===== src/iwhc_pkg.sv =====
// Constants for the interrupt, watchdog and halt supervisor.
// Assumes one 50 MHz system clock and a synchronous active-high reset.
package iwhc_pkg;
  localparam logic [7:0] INTC_LOW_ADDR = 8'h0b;
  localparam logic [7:0] INTC_HIGH_ADDR = 8'h1e;
  localparam logic [7:0] INTC_RESET = 8'h00;
  // Source order in the internal vectors: external, timer, converter, serial bus
  localparam int SRC_EXT = 0;
  localparam int SRC_TMR = 1;
  localparam int SRC_CONV = 2;
  localparam int SRC_SER = 3;
  localparam int LOW_GIE_BIT = 0;
  localparam int LOW_EN_LSB = 1;
  localparam int LOW_FLAG_LSB = 4;
  localparam int HIGH_EN_BIT = 0;
  localparam int HIGH_FLAG_BIT = 4;
  localparam logic [7:0] VEC_EXT = 8'h04;
  localparam logic [7:0] VEC_TMR = 8'h08;
  localparam logic [7:0] VEC_CONV = 8'h0c;
  localparam logic [7:0] VEC_SER = 8'h10;
  localparam logic [3:0][7:0] VECTORS = {VEC_SER, VEC_CONV, VEC_TMR, VEC_EXT};
  // Wake-up settling delay in system clocks
  localparam logic [10:0] STARTUP_CYCLES = 11'h400;
  localparam logic [1:0] INSTR_DIV_LAST = 2'h3;
  localparam int WDT_CNT_W = 17;
  localparam int WDT_BASE_STAGES = 12;
  // Pin vector: port A [7:0], external interrupt 8, reset pin 9, watchdog oscillator 10
  localparam int PIN_W = 11;
  localparam int PIN_EXT_INT = 8;
  localparam int PIN_RESET = 9;
  localparam int PIN_WDT_OSC = 10;
  localparam logic [10:0] PIN_IDLE = 11'h3ff;
  typedef enum logic [1:0] {IWHC_RUN, IWHC_HALT, IWHC_START} iwhc_state_t;
endpackage


===== src/iwhc_guard.sv =====
// Watchdog counter with full clear and last-stage clear.
// Assumes the tick input is already qualified by source, enable and halt.
`timescale 1ns/100ps
`default_nettype none
module iwhc_guard import iwhc_pkg::*; (
  input wire logic clk_i,
  input wire logic reset_i,
  input wire logic tick_i,
  input wire logic [1:0] ratio_i,
  input wire logic full_clear_i,
  input wire logic stage_clear_i,
  output logic overflow_o
);
  logic [WDT_CNT_W-1:0] cnt_ff, nxt_cnt;
  logic ovf_ff, nxt_ovf;
  logic [WDT_CNT_W-1:0] top, low_mask;

  function automatic logic [WDT_CNT_W-1:0] stage_bit(input logic [1:0] r, input logic [1:0] add);
    stage_bit = WDT_CNT_W'(1) << (WDT_BASE_STAGES + int'(r) + int'(add));
  endfunction

  always_comb begin
    top = stage_bit(ratio_i, 2'd1);
    low_mask = stage_bit(ratio_i, 2'd0) - WDT_CNT_W'(1);
    nxt_cnt = cnt_ff;
    nxt_ovf = 1'b0;
    if (full_clear_i) begin
      nxt_cnt = '0;
    end else if (stage_clear_i) begin
      nxt_cnt = cnt_ff & low_mask;
    end else if (tick_i) begin
      if (cnt_ff == top - WDT_CNT_W'(1)) begin
        nxt_cnt = '0;
        nxt_ovf = 1'b1;
      end else begin
        nxt_cnt = cnt_ff + WDT_CNT_W'(1);
      end
    end
  end

  always_ff @(posedge clk_i) begin
    if (reset_i) begin
      cnt_ff <= '0;
      ovf_ff <= 1'b0;
    end else begin
      cnt_ff <= nxt_cnt;
      ovf_ff <= nxt_ovf;
    end
  end
  assign overflow_o = ovf_ff;
endmodule
`default_nettype wire


===== src/iwhc_top.sv =====
// Interrupt flags and vectoring, watchdog control, halt and wake-up sequencing.
// Assumes core strobes are one-cycle pulses on clk_i; pins are asynchronous.
`timescale 1ns/100ps
`default_nettype none
module iwhc_top import iwhc_pkg::*; (
  input wire logic clk_i,
  input wire logic reset_i,
  input wire logic [7:0] addr_i,
  input wire logic wr_en_i,
  input wire logic [7:0] wdata_i,
  output logic [7:0] rd_data_o,
  input wire logic second_phase_clock_i,
  input wire logic stack_full_i,
  input wire logic return_from_interrupt_i,
  input wire logic halt_exec_i,
  input wire logic single_guard_clear_i,
  input wire logic first_guard_clear_i,
  input wire logic second_guard_clear_i,
  input wire logic timer_overflow_i,
  input wire logic converter_done_i,
  input wire logic own_address_matched_i,
  input wire logic byte_done_i,
  input wire logic external_int_n_i,
  input wire logic external_reset_pin_n_i,
  input wire logic [7:0] port_a_i,
  input wire logic guard_osc_i,
  input wire logic opt_rc_osc_i,
  input wire logic opt_guard_enable_i,
  input wire logic opt_guard_src_osc_i,
  input wire logic opt_guard_osc_enable_i,
  input wire logic [1:0] opt_guard_ratio_i,
  input wire logic opt_two_clear_i,
  input wire logic [7:0] opt_port_wake_i,
  output logic int_call_o,
  output logic [7:0] int_vector_o,
  output logic running_o,
  output logic halted_o,
  output logic chip_reset_o,
  output logic warm_reset_o,
  output logic oscillator_pin_two_o,
  output logic timeout_flag_o,
  output logic power_down_flag_o
);
  logic [PIN_W-1:0] sy1_ff, sy2_ff, sy3_ff, flt_ff, nxt_flt, pin_raw, fall, rise;
  logic [3:0] flags_ff, nxt_flags, en_ff, nxt_en, mask_ff, nxt_mask, events, pend;
  logic gie_ff, nxt_gie, seen1_ff, nxt_seen1, seen2_ff, nxt_seen2;
  logic to_ff, nxt_to, pdf_ff, nxt_pdf, call_ff, nxt_call, crst_ff, nxt_crst;
  logic warm_ff, nxt_warm, run_ff, nxt_run, halt_ff, nxt_halt, oscillator_pin_two_ff, nxt_oscillator_pin_two;
  logic [7:0] vec_ff, nxt_vec, rd_ff, nxt_rd;
  logic [10:0] scnt_ff, nxt_scnt;
  logic [1:0] div_ff, nxt_div, pick;
  iwhc_state_t state_ff, nxt_state;
  logic rst_low, ack, halt_entry, guard_clear, wake, ovf, tick, wr_low, wr_high;

  function automatic logic [1:0] iwhc_pick(input logic [3:0] req);
    iwhc_pick = 2'd3;
    for (int i = 3; i >= 0; i--) begin
      if (req[i]) begin
        iwhc_pick = 2'(i);
      end
    end
  endfunction

  // Pin synchronisers; a change counts once stages two and three agree
  assign pin_raw = {guard_osc_i, external_reset_pin_n_i, external_int_n_i, port_a_i};
  generate
    for (genvar g = 0; g < PIN_W; g++) begin : g_pin
      assign nxt_flt[g] = (sy2_ff[g] == sy3_ff[g]) ? sy3_ff[g] : flt_ff[g];
      assign fall[g] = flt_ff[g] & ~nxt_flt[g];
      assign rise[g] = ~flt_ff[g] & nxt_flt[g];
    end
  endgenerate
  always_ff @(posedge clk_i) begin
    if (reset_i) begin
      sy1_ff <= PIN_IDLE;
      sy2_ff <= PIN_IDLE;
      sy3_ff <= PIN_IDLE;
      flt_ff <= PIN_IDLE;
    end else begin
      sy1_ff <= pin_raw;
      sy2_ff <= sy1_ff;
      sy3_ff <= sy2_ff;
      flt_ff <= nxt_flt;
    end
  end

  assign rst_low = ~flt_ff[PIN_RESET];
  // Instruction clock stops with the system oscillator in halt; own oscillator keeps going
  assign tick = opt_guard_enable_i & (opt_guard_src_osc_i ?
                (rise[PIN_WDT_OSC] & opt_guard_osc_enable_i) :
                (div_ff == INSTR_DIV_LAST && state_ff != IWHC_HALT));
  assign halt_entry = halt_exec_i && state_ff == IWHC_RUN;

  iwhc_guard u_guard (
    .clk_i(clk_i),
    .reset_i(reset_i),
    .tick_i(tick),
    .ratio_i(opt_guard_ratio_i),
    .full_clear_i(rst_low | halt_entry),
    .stage_clear_i(guard_clear),
    .overflow_o(ovf)
  );

  assign events = {own_address_matched_i | byte_done_i, converter_done_i,
                   timer_overflow_i, fall[PIN_EXT_INT]};
  assign pend = flags_ff & en_ff;
  assign pick = iwhc_pick(pend);
  assign ack = state_ff == IWHC_RUN && second_phase_clock_i && gie_ff &&
               !stack_full_i && |pend;
  assign wr_low = wr_en_i && addr_i == INTC_LOW_ADDR;
  assign wr_high = wr_en_i && addr_i == INTC_HIGH_ADDR;
  assign wake = |(flags_ff & ~mask_ff) || |(fall[7:0] & opt_port_wake_i);

  always_comb begin
    nxt_flags = flags_ff;
    nxt_en = en_ff;
    nxt_gie = gie_ff;
    nxt_mask = mask_ff;
    nxt_call = 1'b0;
    nxt_vec = vec_ff;
    nxt_seen1 = seen1_ff;
    nxt_seen2 = seen2_ff;
    guard_clear = 1'b0;
    if (wr_low) begin
      nxt_gie = wdata_i[LOW_GIE_BIT];
      nxt_en[2:0] = wdata_i[LOW_EN_LSB +: 3];
      nxt_flags[2:0] = wdata_i[LOW_FLAG_LSB +: 3];
    end
    if (wr_high) begin
      nxt_en[SRC_SER] = wdata_i[HIGH_EN_BIT];
      nxt_flags[SRC_SER] = wdata_i[HIGH_FLAG_BIT];
    end
    if (ack) begin
      nxt_flags[pick] = 1'b0;
      nxt_gie = 1'b0;
      nxt_call = 1'b1;
      nxt_vec = VECTORS[pick];
    end
    // Plain subroutine return has no port here and never touches the global enable
    if (return_from_interrupt_i) begin
      nxt_gie = 1'b1;
    end
    nxt_flags = nxt_flags | events;
    if (halt_entry) begin
      nxt_mask = flags_ff;
    end
    // Clear instructions act only when the watchdog option is on
    if (opt_guard_enable_i) begin
      if (!opt_two_clear_i) begin
        guard_clear = single_guard_clear_i;
      end else begin
        nxt_seen1 = seen1_ff | first_guard_clear_i;
        nxt_seen2 = seen2_ff | second_guard_clear_i;
        guard_clear = nxt_seen1 & nxt_seen2;
        if (guard_clear) begin
          nxt_seen1 = 1'b0;
          nxt_seen2 = 1'b0;
        end
      end
    end
    if (rst_low || (ovf && state_ff != IWHC_HALT)) begin
      nxt_flags = INTC_RESET[3:0];
      nxt_en = INTC_RESET[3:0];
      nxt_gie = 1'b0;
      nxt_seen1 = 1'b0;
      nxt_seen2 = 1'b0;
    end
  end

  always_comb begin
    nxt_state = state_ff;
    nxt_scnt = scnt_ff;
    nxt_to = to_ff;
    nxt_pdf = pdf_ff;
    nxt_crst = 1'b0;
    nxt_warm = 1'b0;
    nxt_div = (state_ff == IWHC_HALT) ? div_ff : div_ff + 2'd1;
    nxt_oscillator_pin_two = opt_rc_osc_i & nxt_div[1];
    if (guard_clear) begin
      nxt_pdf = 1'b0;
      nxt_to = 1'b0;
    end
    case (state_ff)
      IWHC_RUN: begin
        if (halt_entry) begin
          nxt_state = IWHC_HALT;
          nxt_pdf = 1'b1;
          nxt_to = 1'b0;
        end
      end
      IWHC_HALT: begin
        if (rst_low || ovf || wake) begin
          nxt_state = IWHC_START;
          nxt_scnt = '0;
        end
      end
      IWHC_START: begin
        if (!rst_low) begin
          nxt_scnt = scnt_ff + 11'd1;
          if (scnt_ff == STARTUP_CYCLES - 11'd1) begin
            nxt_state = IWHC_RUN;
          end
        end
      end
      default: nxt_state = IWHC_START;
    endcase
    if (ovf) begin
      nxt_to = 1'b1;
      nxt_state = IWHC_START;
      nxt_scnt = '0;
      if (state_ff == IWHC_HALT) begin
        nxt_warm = 1'b1;
      end else begin
        nxt_crst = 1'b1;
      end
    end
    if (rst_low) begin
      nxt_crst = 1'b1;
      nxt_state = IWHC_START;
      nxt_scnt = '0;
    end
  end

  always_comb begin
    case (addr_i)
      INTC_LOW_ADDR: nxt_rd = {1'b0, flags_ff[2:0], en_ff[2:0], gie_ff};
      INTC_HIGH_ADDR: nxt_rd = {3'h0, flags_ff[SRC_SER], 3'h0, en_ff[SRC_SER]};
      default: nxt_rd = 8'h00;
    endcase
    nxt_run = nxt_state == IWHC_RUN;
    nxt_halt = nxt_state == IWHC_HALT;
  end

  always_ff @(posedge clk_i) begin
    if (reset_i) begin
      flags_ff <= INTC_RESET[3:0];
      en_ff <= INTC_RESET[3:0];
      gie_ff <= 1'b0;
      mask_ff <= 4'h0;
      call_ff <= 1'b0;
      vec_ff <= 8'h00;
      seen1_ff <= 1'b0;
      seen2_ff <= 1'b0;
      state_ff <= IWHC_START;
      scnt_ff <= 11'h000;
      to_ff <= 1'b0;
      pdf_ff <= 1'b0;
      crst_ff <= 1'b0;
      warm_ff <= 1'b0;
      div_ff <= 2'h0;
      oscillator_pin_two_ff <= 1'b0;
      rd_ff <= 8'h00;
      run_ff <= 1'b0;
      halt_ff <= 1'b0;
    end else begin
      flags_ff <= nxt_flags;
      en_ff <= nxt_en;
      gie_ff <= nxt_gie;
      mask_ff <= nxt_mask;
      call_ff <= nxt_call;
      vec_ff <= nxt_vec;
      seen1_ff <= nxt_seen1;
      seen2_ff <= nxt_seen2;
      state_ff <= nxt_state;
      scnt_ff <= nxt_scnt;
      to_ff <= nxt_to;
      pdf_ff <= nxt_pdf;
      crst_ff <= nxt_crst;
      warm_ff <= nxt_warm;
      div_ff <= nxt_div;
      oscillator_pin_two_ff <= nxt_oscillator_pin_two;
      rd_ff <= nxt_rd;
      run_ff <= nxt_run;
      halt_ff <= nxt_halt;
    end
  end

  assign rd_data_o = rd_ff;
  assign int_call_o = call_ff;
  assign int_vector_o = vec_ff;
  assign running_o = run_ff;
  assign halted_o = halt_ff;
  assign chip_reset_o = crst_ff;
  assign warm_reset_o = warm_ff;
  assign oscillator_pin_two_o = oscillator_pin_two_ff;
  assign timeout_flag_o = to_ff;
  assign power_down_flag_o = pdf_ff;
endmodule
`default_nettype wire


===== config.mk =====
export PLATFORM = sky130hd
export DESIGN_NAME = iwhc_top
export DESIGN_NICKNAME = d
export VERILOG_FILES = /design/src/iwhc_pkg.sv /design/src/iwhc_guard.sv /design/src/iwhc_top.sv
export SDC_FILE = /design/constraint.sdc
export NUM_CORES = 1
export LEC_CHECK = 0
export BUFFER_PORTS_ARGS = -buffer_cell sky130_fd_sc_hd__buf_2
export CORE_MARGIN = 3
export CORE_UTILIZATION = 25
export DETAILED_ROUTE_END_ITERATION = 16
export PLACE_DENSITY = 0.54
export SYNTH_ARGS = -nofsm -noshare
export SYNTH_HDL_FRONTEND = slang
export SYNTH_SLANG_ARGS = --single-unit
export TNS_END_PERCENT = 5

===== constraint.sdc =====
create_clock -name clk_i -period 4.5 [get_ports clk_i]
set_input_delay 0.225 -clock clk_i [delete_from_list [all_inputs] [get_ports clk_i]]
set_output_delay 0.225 -clock clk_i [all_outputs]
set_load 0.005 [all_outputs]

==> results.md, run 1 <==
- Crit path launch type: register
- # IOs: 80
- Minimum clock period after layout: 2339 ps
- Routed Antenna Nets: 0
- Clock skew: 7.657 ps
- Worst path arrival time: 2550 ps
- Grt total ovfl: 0
- Syn_area_per_cell: 8.972 um2
- Total Routing Usage GR: 10.90%
- Number of global-route vias before repair: 3500
- Fin crit share: 51.97%
- Drt total wl: 10.48 mm
- Slew @ Worst Pin: 768.1 ps
- Final instance area: 5374 um2
- Clock sink count: 110
- Clock buffer depth: 2
- CTS Hold Buffers Added: 0
- Share of cells above drive strength 1: 22.09%
- Final hold vios: 0
- Pwr Density: 357.7 nW/um2
- First-pass GRT wire length: 17.42 mm
- Ys async rst share: 0%
- Fillers: 1823
- Max_slew headroom: 48.45%
- Largest net degree at the start of global routing: 64
- Clk_lat worst skew: 350 ps
- Seq/Total Area, Yosys: 48.70%
- Post_cts resized: 0
- N_diodes: 0
- CP Max Fanout: 14
- Pleak: 2.078 nW
- Post-synth EDFFs: 0
- Final Slew Violations: 0
- CTS H-tree lvls: 3
- Post-DP HPWL: 7.681 mm
- WL per Instance: 13.09 um
- Setup Buffers After CTS: 0
- Clk root buf: clkbuf_16
- Status: finished clean
- Total power: 1.922 mW
- Routability Congestion: 0.7766
- Total placed instance area: 5067 um2
- Iter 0 DRT Violations: 205
- Yosys reg bits: 110
- FF/Latch Area: 2202 um2
- Post-Syn Area: 4522 um2
- Drt first pass iters: 5
- Fmax: 427.6 MHz
- Crit-path max cell delay: 650 ps
- Die area: 19740 um2
- CP cell instances: nor2b_1 > o22a_1 > or3_1 > o21ai_1 > nor2_1
- Clk pin slew, worst setup/hold paths: 70 ps
- Data required time of the worst path: 4710 ps
- Synth-to-Final Area Change: 18.84%
- Post-Route Setup TNS: 0 ps
- Synth Flop Type: dfxtp_1
- Initial Util: 25.87%
- Post-synth cell types: 58
- Vias/cell: 4.688
- VDD IR-drop max: 0.1802 mV
- Worst hold path class: in -> reg
- CTS tree: yes
- Core Footprint: 17480 um2
- DIE HEIGHT: 140.5 um
- RSZ-0062 raised after global routing: no
- CP max stage cell: o21ai_1
- Multi-input gate area: 2190 um2
- Routed vias: 3750
- Row cnt: 48
- Mapped Cells: 504
- CTS Buf Count: 9
- # DRC: 0
- Port bufs: 72
- # setup viols final: 0
- Setup CP Type: reg -> reg
- Max Cap Violations: 0
- Yosys warnings: 0
- Die X: 140.5 um
- Final net count: 629
- Initial antenna violation count: 0
- Crit. End Element: register
==> report_power, final <==
group | switching (mW) | internal (mW)
registers | 0.0140 | 0.994
logic | 0.0496 | 0.0451
clock network | 0.366 | 0.453
==> routing by layer <==
metal | vias to the layer above | GRT usage [%] | part of all wire, %
met5 | - | 0 | 0
met4 | 0 | 3.060 | 1.3
met3 | 9 | 3.551 | 4.6
met2 | 89 | 17.04 | 47
met1 | 1743 | 14.45 | 48
li1 | 1909 | - | -
==> cell type report <==
| class | instances | area share (%) |
|---|---|---|
| Clock inverter | 5 | 1.187 |
| Inverter | 7 | 0.4889 |
| Tap cell | 225 | 5.239 |
| Timing Repair Buffer | 73 | 6.845 |
| Clock buffer | 11 | 4.517 |
| Multi-Input combinational cell | 369 | 40.75 |
| Sequential cell | 110 | 40.98 |
==> critical path, delay by kind of cell (launching register included) <==
kind	cells	cell delay, ps
simple gates	3	790
flops	1	380
compound gates	2	1020
==> stage by stage <==
stage	instances	setup WS, ps	utilization [%]	hold WS, ps
floorplan	509	2699	-	328.8
global placement	784	2203	28.99	391.3
detailed placement	784	2163	28.99	392.3
CTS	800	2156	30.75	32.31
global route	800	1934	30.75	31.74
finish	800	2161	30.75	52.80
==> path summary, 6_finish.rpt <==
path               start  depth (start not counted)  slack, ps                end
max          state_ff[0]                          5       2160  u_guard.cnt_ff[6]
min          port_a_i[6]                          2         50          sy1_ff[6]
max reg2reg  state_ff[0]                          5       2160  u_guard.cnt_ff[6]
min reg2reg    sy1_ff[3]                          1        410          sy2_ff[3]
==> state kept, by name, summed over array words and instances (netlist names), 2 cells and up <==
register / cells
u_guard.cnt_ff: 17
rd_data_o: 7
en_ff: 4
state_ff: 2
flt_ff: 11
scnt_ff: 11
sy1_ff: 11
mask_ff: 4
sy3_ff: 11
div_ff: 2
sy2_ff: 11
flags_ff: 4
int_vector_o: 3
==> synthesized netlist by cell type, drive strengths merged (2+ instances only) <==
cell type	instances	area, um2
nand2	47	176.4
xnor2	14	122.6
nor3	16	85.08
clkbuf	12	46.29
nand4b	3	26.28
a211oi	4	30.03
nor2b	10	62.56
a32o	2	20.02
ha	3	37.54
nand4	10	62.56
mux2i	4	40.04
nor2	48	180.2
or2	31	193.9
o21bai	10	75.07
a21oi	36	183.9
a22oi	4	30.03
nand3	17	85.08
a311oi	2	17.52
dfxtp	110	2202
a31oi	10	62.56
nor4	7	43.79
and2	12	75.07
a222oi	2	20.02
nor4bb	6	60.06
nand2b	6	37.54
mux2	3	41.29
nor3b	3	22.52
inv	7	26.28
and3	6	37.54
o21a	3	22.52
buf	11	76.32
or3	3	23.77
o21ai	16	80.07
and4	4	35.03
o211ai	4	30.03
o2111ai	3	26.28
a21o	2	15.01
==> logic make-up after synthesis <==
logic type	count (synthesis)	synth area share, %
buf+inv	30	3.293
xor+xnor	15	2.905
simple gates	233	27.50
compound gates	105	14.89
other cells	1	0.08293
mux	7	1.799
flops	110	48.70
fa+ha+maj	3	0.8302
==> cells in the final DEF (no fill, tap or decap), types with 7 or more instances in the layout <==
cell type / synthesis / final
dfxtp_1: 110 / 110
buf_2: 4 / 72
nor2_1: 48 / 48
nand2_1: 47 / 47
a21oi_1: 35 / 35
or2_2: 31 / 31
nand3_1: 17 / 17
nor3_1: 15 / 15
o21ai_0: 15 / 15
xnor2_1: 14 / 14
and2_1: 12 / 12
nor2b_1: 10 / 10
o21bai_1: 10 / 10
a31oi_1: 10 / 10
nand4_1: 10 / 10
clkbuf_16: 0 / 9
nor4_1: 7 / 7
inv_1: 7 / 7
(Power assumes the default switching activity.)
==> run 2, diff against run 1 <==
--- a/config.mk
+++ b/config.mk
@@ -5,11 +5,12 @@
 export SDC_FILE = /design/constraint.sdc
 export NUM_CORES = 1
 export LEC_CHECK = 0
+export ABC_AREA = 1
 export BUFFER_PORTS_ARGS = -buffer_cell sky130_fd_sc_hd__buf_2
 export CORE_MARGIN = 3
 export CORE_UTILIZATION = 25
 export DETAILED_ROUTE_END_ITERATION = 16
-export PLACE_DENSITY = 0.54
+export PLACE_DENSITY = 0.55
 export SYNTH_ARGS = -nofsm -noshare
 export SYNTH_HDL_FRONTEND = slang
 export SYNTH_SLANG_ARGS = --single-unit
==> constraint.sdc (replaced) <==
create_clock -name clk_i -period 2 [get_ports clk_i]
set_input_delay 0.1 -clock clk_i [delete_from_list [all_inputs] [get_ports clk_i]]
set_output_delay 0.1 -clock clk_i [all_outputs]
set_load 0.005 [all_outputs]
==> run 2 against run 1 <==
Effect of this change:
- final cell count increased by 20%
- total power increased by 120%
- synthesized cell count increased by 26%
- sequential share of layout area decreased by 2.9 points
- worst hold slack got worse by 35 ps
- clock power increased by 120%
- critical path type unchanged
==> results.md, run 2 <==
- Status: finished clean
- Port bufs: 72
- Final Slew Violations: 0
- Initial antenna violation count: 1
- Post-Syn Area: 4748 um2
- Core Footprint: 18330 um2
- Worst path arrival time: 2020 ps
- Fmax: 563.2 MHz
- Total Routing Usage GR: 11.23%
- Row cnt: 49
- Yosys warnings: 0
- Share of cells above drive strength 1: 19.51%
- Fin crit share: 88.78%
- Clock sink count: 110
- Setup CP Type: reg -> reg
- Largest net degree at the start of global routing: 27
- Syn_area_per_cell: 7.489 um2
- Number of global-route vias before repair: 3948
- Post-DP HPWL: 8.283 mm
- Post_cts resized: 0
- Max Cap Violations: 0
- Iter 0 DRT Violations: 215
- Most common cell after layout, fill and taps aside: nand2_1
- Routed Antenna Nets: 0
- Vias/cell: 4.406
- Max reg flops: 17
- Commonest cells post-synth: nand2_1 (126), dfxtp_1 (110), inv_1 (77)
- Final instance area: 5787 um2
- Crit-path max cell delay: 390 ps
- Clk root buf: clkbuf_16
- Routability Congestion: 0.8058
- Area leader, netlist: dfxtp_1
- N_diodes: 0
- RSZ-0062 raised after global routing: no
- CTS tree: yes
- Final net count: 782
- Minimum clock period after layout: 1776 ps
- Most frequent cells in the layout: nand2_1 (126), dfxtp_1 (110), inv_1 (77)
- Setup WS post-layout: 224.3 ps
- Seq/Total Area, Yosys: 46.38%
- Synth Flop Type: dfxtp_1
- Final Util: 31.57%
- Clk_lat worst skew: 360 ps
- Die area: 20680 um2
- Final hold vios: 0
- # DRC: 0
- CTS H-tree lvls: 3
- Total placed instance area: 5345 um2
- Pleak: 2.530 nW
- Yosys top cell area share: 46.38%
- Synth-to-Final Area Change: 21.87%
- Drt first pass iters: 8
- WL per Instance: 11.60 um
- Worst hold path class: in -> reg
- Setup Buffers After CTS: 0
- First-pass GRT wire length: 18.53 mm
- Crit path launch type: register
- CP max stage cell: dfxtp_1
- Most flop-heavy register: u_guard.cnt_ff
- CP cell instances: ha_1 > nand2_1 > nor3_4 > nand2_2 > nor2_2 > nand3_4 > nand3b_1 > a21oi_1
- Routed vias: 4217
- Post-synth cell types: 42
- Clock buffer depth: 2
- Clk pin slew, worst setup/hold paths: 80 ps
- CTS Hold Buffers Added: 15
- Ys async rst share: 0%
- CP Max Fanout: 7
- Top-count cell post-synth: nand2_1
- # setup viols final: 0
- Post-Route Setup TNS: 0 ps
- Die X: 143.8 um
- Initial Util: 25.90%
- DIE HEIGHT: 143.8 um
- Mapped Cells: 634
- Grt total ovfl: 0
- Pwr Density: 738.7 nW/um2
- Yosys reg bits: 110
- Top cells by area, synth: dfxtp_1 (46%), nand2_1 (10%), nand3_1 (6.1%)
- CTS Buf Count: 9
- Drt total wl: 11.11 mm
- Data required time of the worst path: 2240 ps
- Pre-CTS setup slack: 216.8 ps
- Fillers: 1964
- Crit. End Element: register
- # IOs: 80
- Clock skew: 9.653 ps
- Post-synth EDFFs: 0
- VDD IR-drop max: 0.3799 mV
## run 2: kinds of logic after synthesis
family,after synthesis,share of synthesized area (%)
mux,1,0.2108
simple gates,315,31.78
xor+xnor,4,0.7379
flops,110,46.38
fa+ha+maj,3,0.7906
compound gates,96,10.91
other cells,1,0.07898
buf+inv,104,9.117
## run 2: worst paths after layout
path / startpoint / to / slack (ps) / depth (start not counted)
max: u_guard.cnt_ff[0] / u_guard.cnt_ff[14] / 220 / 8
max reg2reg: u_guard.cnt_ff[0] / u_guard.cnt_ff[14] / 220 / 8
min reg2reg: sy1_ff[10] / sy2_ff[10] / 400 / 2
min: opt_rc_osc_i / oscillator_pin_two_o / 20 / 2
## run 2: metal layers
layer	share of wire [%]	GRT usage (%)	vias to the layer above
li1	-	-	2222
met1	47	14.28	1904
met2	46	18.31	70
met3	3.8	2.196	19
met4	2.4	5.352	2
met5	0.12	0	-
## run 2: cell type report
cell class	instances	area [um2]	share of cell area (%)
Sequential cell	110	2202	38.05
Multi-Input combinational cell	425	2132	36.84
Timing Repair Buffer	94	563.0	9.730
Inverter	83	311.5	5.384
Tap cell	229	286.5	4.951
Clock buffer	11	252.7	4.368
Clock inverter	5	38.79	0.6703
## run 2: per-stage QoR
stage	hold WS [ps]	cells	power, mW
floorplan	203.8	639	2.443
global placement	282.2	926	2.534
detailed placement	288.8	926	2.538
CTS	0.9826	957	4.340
global route	10.45	957	4.456
finish	17.72	957	4.274
## run 2: report_power, final
| group | switching [mW] | total (mW) | leakage, nW | internal, mW |
|---|---|---|---|---|
| clock | 0.845 | 1.77 | 0.143 | 0.923 |
| sequential | 0.0209 | 2.25 | 0.896 | 2.23 |
| combinational | 0.137 | 0.251 | 1.49 | 0.114 |
## run 2: critical path, delay by kind of cell, from the launching register on
kind | cells | cell delay, ps
AOI/OAI and AO/OA | 1 | 60
adders and majority gates | 1 | 250
and+or+nand+nor | 6 | 970
DFF | 1 | 390
